## config.mk

```make
export PLATFORM = sky130hd
export DESIGN_NAME = avdr_top
export DESIGN_NICKNAME = d
export VERILOG_FILES = /design/src/design/avdr_pkg.sv /design/src/design/avdr_top.sv
export SDC_FILE = /design/constraint.sdc
export NUM_CORES = 1
export LEC_CHECK = 0
export BUFFER_PORTS_ARGS = -buffer_cell sky130_fd_sc_hd__buf_2
export CORE_MARGIN = 2
export CORE_UTILIZATION = 48
export CTS_BUF_LIST = sky130_fd_sc_hd__clkbuf_16
export CTS_CLUSTER_DIAMETER = 80
export CTS_CLUSTER_SIZE = 14
export DETAILED_ROUTE_END_ITERATION = 8
export GPL_TIMING_DRIVEN = 0
export HOLD_SLACK_MARGIN = 0.05
export MAX_ROUTING_LAYER = met4
export PLACE_DENSITY = 0.83
export SLEW_MARGIN = 30
export SYNTH_ARGS = -nofsm -noshare
export SYNTH_HDL_FRONTEND = slang
export SYNTH_SLANG_ARGS = --single-unit
export TNS_END_PERCENT = 1
```

## constraint.sdc

```tcl
create_clock -name SYS_CLK_I -period 2.1 [get_ports SYS_CLK_I]
set_clock_uncertainty 0.15 [all_clocks]
set_input_delay 0.315 -clock SYS_CLK_I [delete_from_list [all_inputs] [get_ports SYS_CLK_I]]
set_output_delay 0.315 -clock SYS_CLK_I [all_outputs]
set_load 0.01 [all_outputs]
```

## src/design/avdr_pkg.sv

```systemverilog
// ****************************************
// Shared constants and types
// ****************************************
package avdr_pkg;

  // Register offsets
  localparam logic [7:0] ADDR_CH_STATE    = 8'h04;
  localparam logic [7:0] ADDR_CH1_GAIN    = 8'h05;
  localparam logic [7:0] ADDR_CH2_GAIN    = 8'h06;
  localparam logic [7:0] ADDR_CHECK_CTL   = 8'h09;
  localparam logic [7:0] ADDR_THRESHOLDS  = 8'h0A;
  localparam logic [7:0] ADDR_RESULT      = 8'h0C;
  localparam logic [7:0] ADDR_LINE_RESULT = 8'h0E;
  localparam logic [7:0] ADDR_STATE_READ  = 8'h0F;

  // Reset values
  localparam logic [7:0] RST_CH_STATE   = 8'h55;
  localparam logic [7:0] RST_GAIN       = 8'hCF;
  localparam logic [7:0] RST_CHECK_CTL  = 8'h00;
  localparam logic [7:0] RST_THRESHOLDS = 8'h11;
  localparam logic [7:0] RST_RESULT     = 8'h00;

  // Gain codes: 0.5 dB per step, top code +24 dB
  localparam logic [7:0] GAIN_UNITY     = 8'hCF;
  localparam logic [7:0] GAIN_MIN_CODE  = 8'h07;

  // Field positions in the check control register
  localparam int BIT_ABORT      = 7;
  localparam int BIT_DBL_RAMP   = 6;
  localparam int BIT_DBL_SETTLE = 5;
  localparam int BIT_LINE_EN    = 1;
  localparam int BIT_AUTO_SKIP  = 0;

  // Reserved tail of the state readback
  localparam logic [3:0] STATE_READ_TAIL = 4'h5;

  // Channel states, encoded as reported
  typedef enum logic [1:0] {
    ST_PLAY,
    ST_HIZ,
    ST_MUTE,
    ST_DIAG
  } avdr_state_t;

  // One channel's load-check findings
  typedef struct packed {
    logic short_ground;
    logic short_supply;
    logic open_load;
    logic shorted_load;
  } avdr_result_t;

endpackage : avdr_pkg

```

## src/design/avdr_top.sv

```systemverilog
`timescale 1ns/100ps
module avdr_top (
  input  wire logic                        SYS_CLK_I,
  input  wire logic                        RST_I,
  input  wire logic                        REG_WR_I,
  input  wire logic                        REG_RD_I,
  input  wire logic [7:0]                  REG_ADDR_I,
  input  wire logic [7:0]                  REG_WDATA_I,
  output logic      [7:0]                  REG_RDATA_O,
  output logic                             REG_RVALID_O,
  input  wire logic [1:0]                  CH_FAULT_I,
  input  wire logic [1:0]                  LOAD_DONE_I,
  input  wire avdr_pkg::avdr_result_t [1:0] LOAD_RESULT_I,
  input  wire logic [1:0]                  LINE_OUT_FOUND_I,
  output logic      [1:0]                  LOAD_RUN_O,
  output logic                             LOAD_ABORT_O,
  output logic                             DOUBLE_RAMP_O,
  output logic                             DOUBLE_SETTLE_O,
  output logic                             LINE_OUT_CHECK_EN_O,
  output logic      [3:0]                  CH1_SHORT_THRESHOLD_O,
  output logic      [3:0]                  CH2_SHORT_THRESHOLD_O,
  output logic      [1:0][7:0]             GAIN_CODE_O,
  output logic      [1:0]                  MUTE_O,
  output avdr_pkg::avdr_state_t [1:0]      STATE_O
);
  import avdr_pkg::*;

  // ****************************************
  // Storage
  // ****************************************
  logic [7:0]        chreq_q, chreq_d;     // Requested states, host written
  logic [1:0][7:0]   gain_q, gain_d;       // Channel gain codes
  logic [7:0]        ctl_q, ctl_d;         // Check control
  logic [7:0]        thr_q, thr_d;         // Shorted-load thresholds
  logic [7:0]        res_q, res_d;         // Check findings
  logic [1:0]        lo_q, lo_d;           // Line-output found, per channel
  avdr_state_t [1:0] st_q, st_d;           // Actual channel states
  logic [1:0]        mute_q, mute_d;       // Registered mute flags
  logic [1:0]        run_q, run_d;         // Check running, per channel
  logic [7:0]        rdata_q, rdata_d;     // Read data
  logic              rvalid_q, rvalid_d;   // Read answer strobe

  // Decoded helpers
  avdr_state_t [1:0] req;                  // Requested state per channel
  logic [1:0]        diag_wr;              // Host asks for a check
  logic              any_diag;             // Some channel is checking
  logic              wr_ctl;               // Write to check control

  // ****************************************
  // Write decode
  // ****************************************
  // Host requests come from register 0x04
  always_comb begin
    req[0]   = avdr_state_t'(chreq_q[7:6]);
    req[1]   = avdr_state_t'(chreq_q[5:4]);
    wr_ctl   = REG_WR_I && (REG_ADDR_I == ADDR_CHECK_CTL);
    diag_wr  = 2'b00;
    if (REG_WR_I && (REG_ADDR_I == ADDR_CH_STATE)) begin
      diag_wr[0] = (REG_WDATA_I[7:6] == ST_DIAG);
      diag_wr[1] = (REG_WDATA_I[5:4] == ST_DIAG);
    end
    any_diag = (st_q[0] == ST_DIAG) || (st_q[1] == ST_DIAG);
  end

  // ****************************************
  // Host registers
  // ****************************************
  // Next values of the writable registers
  always_comb begin
    chreq_d = chreq_q;
    gain_d  = gain_q;
    thr_d   = thr_q;
    ctl_d   = ctl_q;
    // Abort is held until no channel is checking
    // A host write in the same cycle wins over this clear
    if (ctl_q[BIT_ABORT] && !any_diag) begin
      ctl_d[BIT_ABORT] = 1'b0;
    end
    if (REG_WR_I) begin
      unique case (REG_ADDR_I)
        ADDR_CH_STATE:   chreq_d   = REG_WDATA_I;
        ADDR_CH1_GAIN:   gain_d[0] = REG_WDATA_I;
        ADDR_CH2_GAIN:   gain_d[1] = REG_WDATA_I;
        ADDR_CHECK_CTL:  ctl_d     = REG_WDATA_I;
        ADDR_THRESHOLDS: thr_d     = REG_WDATA_I;
        default: begin
          // Read-only and unmapped: ignored
        end
      endcase
    end
    // Mute when the code falls below the -100 dB step
    for (int c = 0; c < 2; c++) begin
      mute_d[c] = (gain_d[c] < GAIN_MIN_CODE);
    end
  end

  // Register the host-facing state
  always_ff @(posedge SYS_CLK_I) begin
    if (RST_I) begin
      chreq_q <= RST_CH_STATE;
      gain_q  <= {RST_GAIN, RST_GAIN};
      ctl_q   <= RST_CHECK_CTL;
      thr_q   <= RST_THRESHOLDS;
      mute_q  <= 2'b00;
    end else begin
      chreq_q <= chreq_d;
      gain_q  <= gain_d;
      ctl_q   <= ctl_d;
      thr_q   <= thr_d;
      mute_q  <= mute_d;
    end
  end

  // ****************************************
  // Channel state and check sequencing
  // ****************************************
  // A check ends on done or abort, then the channel
  // moves to its request; a pending check request
  // falls back to high impedance so it runs once.
  always_comb begin
    avdr_state_t tgt;
    logic        start;
    tgt   = ST_HIZ;
    start = 1'b0;
    st_d  = st_q;
    res_d = res_q;
    lo_d  = lo_q;
    for (int c = 0; c < 2; c++) begin
      tgt = (req[c] == ST_DIAG) ? ST_HIZ : req[c];
      if (st_q[c] == ST_DIAG) begin
        if (ctl_q[BIT_ABORT]) begin
          st_d[c] = tgt;
        end else if (LOAD_DONE_I[c]) begin
          // Latest run overwrites the findings
          res_d[7-4*c -: 4] = LOAD_RESULT_I[c];
          lo_d[c]  = LINE_OUT_FOUND_I[c] && ctl_q[BIT_LINE_EN];
          st_d[c]  = tgt;
        end
      end else begin
        // Auto run on leaving high impedance or fault
        start = !ctl_q[BIT_ABORT] && (diag_wr[c] || (!ctl_q[BIT_AUTO_SKIP] &&
                ((st_q[c] == ST_HIZ && tgt != ST_HIZ) || CH_FAULT_I[c])));
        st_d[c] = start ? ST_DIAG : tgt;
      end
      run_d[c] = (st_d[c] == ST_DIAG);
    end
  end

  // Register the channel side
  always_ff @(posedge SYS_CLK_I) begin
    if (RST_I) begin
      st_q  <= '{ST_HIZ, ST_HIZ};
      res_q <= RST_RESULT;
      lo_q  <= 2'b00;
      run_q <= 2'b00;
    end else begin
      st_q  <= st_d;
      res_q <= res_d;
      lo_q  <= lo_d;
      run_q <= run_d;
    end
  end

  // ****************************************
  // Read port
  // ****************************************
  // Answer one cycle after the read strobe
  always_comb begin
    rvalid_d = REG_RD_I;
    rdata_d  = 8'h00;
    if (REG_RD_I) begin
      unique case (REG_ADDR_I)
        ADDR_CH_STATE:    rdata_d = chreq_q;
        ADDR_CH1_GAIN:    rdata_d = gain_q[0];
        ADDR_CH2_GAIN:    rdata_d = gain_q[1];
        ADDR_CHECK_CTL:   rdata_d = ctl_q;
        ADDR_THRESHOLDS:  rdata_d = thr_q;
        ADDR_RESULT:      rdata_d = res_q;
        ADDR_LINE_RESULT: rdata_d = {4'h0, lo_q[0], lo_q[1], 2'b00};
        ADDR_STATE_READ:  rdata_d = {st_q[0], st_q[1], STATE_READ_TAIL};
        default:          rdata_d = 8'h00;
      endcase
    end
  end

  // Register the read answer
  always_ff @(posedge SYS_CLK_I) begin
    if (RST_I) begin
      rdata_q  <= 8'h00;
      rvalid_q <= 1'b0;
    end else begin
      rdata_q  <= rdata_d;
      rvalid_q <= rvalid_d;
    end
  end

  // ****************************************
  // Outputs, all straight from flops
  // ****************************************
  assign REG_RDATA_O           = rdata_q;
  assign REG_RVALID_O          = rvalid_q;
  assign LOAD_RUN_O            = run_q;
  assign LOAD_ABORT_O          = ctl_q[BIT_ABORT];
  assign DOUBLE_RAMP_O         = ctl_q[BIT_DBL_RAMP];
  assign DOUBLE_SETTLE_O       = ctl_q[BIT_DBL_SETTLE];
  assign LINE_OUT_CHECK_EN_O   = ctl_q[BIT_LINE_EN];
  assign CH1_SHORT_THRESHOLD_O = thr_q[7:4];
  assign CH2_SHORT_THRESHOLD_O = thr_q[3:0];
  assign GAIN_CODE_O           = gain_q;
  assign MUTE_O                = mute_q;
  assign STATE_O               = st_q;
endmodule : avdr_top

```

==> flow_summary.toml <==
[timing]
fmax_mhz = 508
finalHoldViolations = 0
fin_crit_sh = 0.938
finalWorstSetupSlack_ns = 0.131
tightestPinTransition_ns = 0.779
relSlewSlack = 0.476
setup-violations-final = 0
timing.final.crit_period_ns = 1.97
hold_slack_ns = 0.0675
drv_slew = 0
rsz0062_at_grt = "no"

[layout]
fillers = 556
nets = 463
areaGrowthSynthToFinish_pct = 27.4
mostFrequentLayoutCells = "buf_2, dfxtp_1, nor2_1"
drive_above_1_share = 0.251
final_util = 0.631
final_common_cell = "buf_2"
diodes = 0

[drt]
drt_iter0_markers = 246
vias = 3098
postRouteAntennaNets = 0
wl_microns = 10200
drc = 0
drtPass1Iterations = 6
routedWlPerCell_microns = 19.9
via_per_inst = 6.06

[pwr]
p_total_mw = 3.39
p_leak_nw = 1.60
power_density_nw_per_um2 = 850
vdd_ir_drop_max_mv = 0.498

[global_routing]
grt_antenna_before_repair = 0
grt_max_degree = 13
grt_pass1_vias = 2942
grt-ovfl-total = 0
grt_pass1_wl_microns = 15700
grt_use_total = 0.295

[worst_setup_path]
start_kind = "input pin"
rr_endpoint = "res_q[3]"
r2r-start = "STATE_O[2]"
ff2ff_setup_slack_ns = 0.33
ff2ff_path_depth = 4
crit_path_end_kind = "flop"
crit_fanout = 10
startpoint = "REG_ADDR_I[5]"
crit_required_ns = 2.14
worst_ep_arrival_time_ns = 2.01
crit_type = "in2reg"
cp-endpoint = "GAIN_CODE_O[4]"

[synth]
async_flop_share = 0
synth_nets = 374
synthFlopType = "dfxtp_1"
yosysSeqAreaShare = 0.429
synth.ff_latch_count = 67
synth.avg_cell_area_sq_um = 9.20
synthCells = 340
synth_edf_count = 0
synth_cell_types = 46
synth_area_sq_um = 3130
yosys_warnings = 0

[placed_design]
routabilityCongestion = 0.959
numPortBuffers = 76
hpwl_microns = 7180
pre_cts_ws_ns = -0.477

[clock_network]
cts_resized = 0
cts_tree = "yes"
insertion_delay_ns = 0.33
holdBufCountCts = 0
clock_path_buffers = 2
htree_levels = 3
cts_root_buffer = "clkbuf_16"
clk_pin_slew_worst_paths_ns = 0.06
cts.sinks = 67
numCtsBuffers = 9

[floorplanning]
pin_count = 79
dieWidth_microns = 84.7
die_area_sq_um = 7180
coreArea_sq_um = 6310
start_util = 0.495
die_height_microns = 84.7
rows = 29

[worst_hold_path]
holdCritPathClass = "in2reg"
hold_depth = 3

[job]
drv_cap = 0

[outcome]
status = "finished clean"
synth_stat cells (2+ instances only):
cell       instances  share of area
nor2b_1           27          0.054
nand4_1            2         0.0040
and3_1             4         0.0080
o21a_1             2         0.0048
a221oi_1           6          0.017
a2111oi_0          2         0.0056
nand3_1           11          0.018
nand2b_1           5          0.010
o21ai_0            7          0.011
mux2i_1           34           0.11
a21oi_1           10          0.016
a211o_1           14          0.039
a211oi_1           4         0.0096
mux2_2             2         0.0072
nor3_4             2          0.010
dfxtp_1           67           0.43
buf_1              3         0.0036
inv_1              5         0.0060
or4_1              5          0.012
nor3_1             7          0.011
buf_2              4         0.0064
nor2_1            37          0.044
a31oi_1            5          0.010
a311oi_1           4          0.011
nand2_1           23          0.028
o2bb2ai_1          4          0.011
a22oi_1            3         0.0072
or3_1              4         0.0080
buf_6              2         0.0072
clkbuf_1          11          0.013
a22o_1             3         0.0084
nand3b_1           7          0.017
through the flow:
step / cell area, sq um / TNS [ns] / std cells
3_3_place_gp: 3600 / -8.53 / 493
6_report: 3980 / 0 / 511
3_5_place_dp: 3600 / -8.66 / 493
5_1_grt: 3980 / 0 / 511
4_1_cts: 3980 / 0 / 511
2_1_floorplan: 3130 / 0 / 340
state kept, by name, summed over array words and instances, names as in the netlist:
register and cells:
LOAD_RUN_O 2, lo_q 2, thr_q 8, MUTE_O 2
ctl_q 8, chreq_q 8, REG_RDATA_O 8, REG_RVALID_O 1
GAIN_CODE_O 16, res_q 8, STATE_O 4
metal layers:
layer / GRT usage / routed length, microns
met1: 0.378 / 4210
met4: 0.141 / 433
met3: 0.0590 / 934
met2: 0.446 / 4590
met5: - / 0
report_power, final:
part	internal, mW	switching (mW)
combinational	0.0839	0.150
sequential	1.29	0.0116
clock	1.28	0.576
total	2.65	0.738
layout make-up:
class	instances	area, sq um	share of cell area
Clock buffer	9	225	0.0565
Buffer	21	103	0.0258
Tap cell	77	96.3	0.0242
Multi-Input combinational cell	247	1660	0.418
Timing Repair Buffer	78	395	0.0992
Inverter	5	18.8	0.00471
Clock inverter	7	140	0.0352
Sequential cell	67	1340	0.337
how the worst min path moves through the flow:
stage                     start      endpoint
4_1_cts        LOAD_RESULT_I[5]      res_q[1]
5_1_grt        LOAD_RESULT_I[6]      res_q[2]
3_5_place_dp         chreq_q[3]    chreq_q[3]
2_1_floorplan             RST_I  REG_RVALID_O
3_3_place_gp         chreq_q[3]    chreq_q[3]
6_report       LOAD_RESULT_I[5]      res_q[1]
timing repair:
item / 4_1_cts / 5_1_grt
pin swaps: 1 / 1
setup endpoints to repair: 8 / 2
setup buffers: 2 / 0
cell families (layout without fill, tap and decap cells):
logic type,after synthesis,in the layout,share of synthesized area
muxes,36,36,0.116
and+or+nand+nor,141,141,0.248
buffers and inverters,26,120,0.0388
DFF,67,67,0.429
xor gates and xnor gates,1,1,0.00280
AOI/OAI and AO/OA,69,69,0.165
critical path: stages:
cell     delay [ns]
buf_2          0.10
or4_4          0.52
buf_6          0.16
nor4_4         0.39
buf_6          0.23
mux2i_1        0.23
nor2_1         0.06
Power figures use the tool's default switching activity.
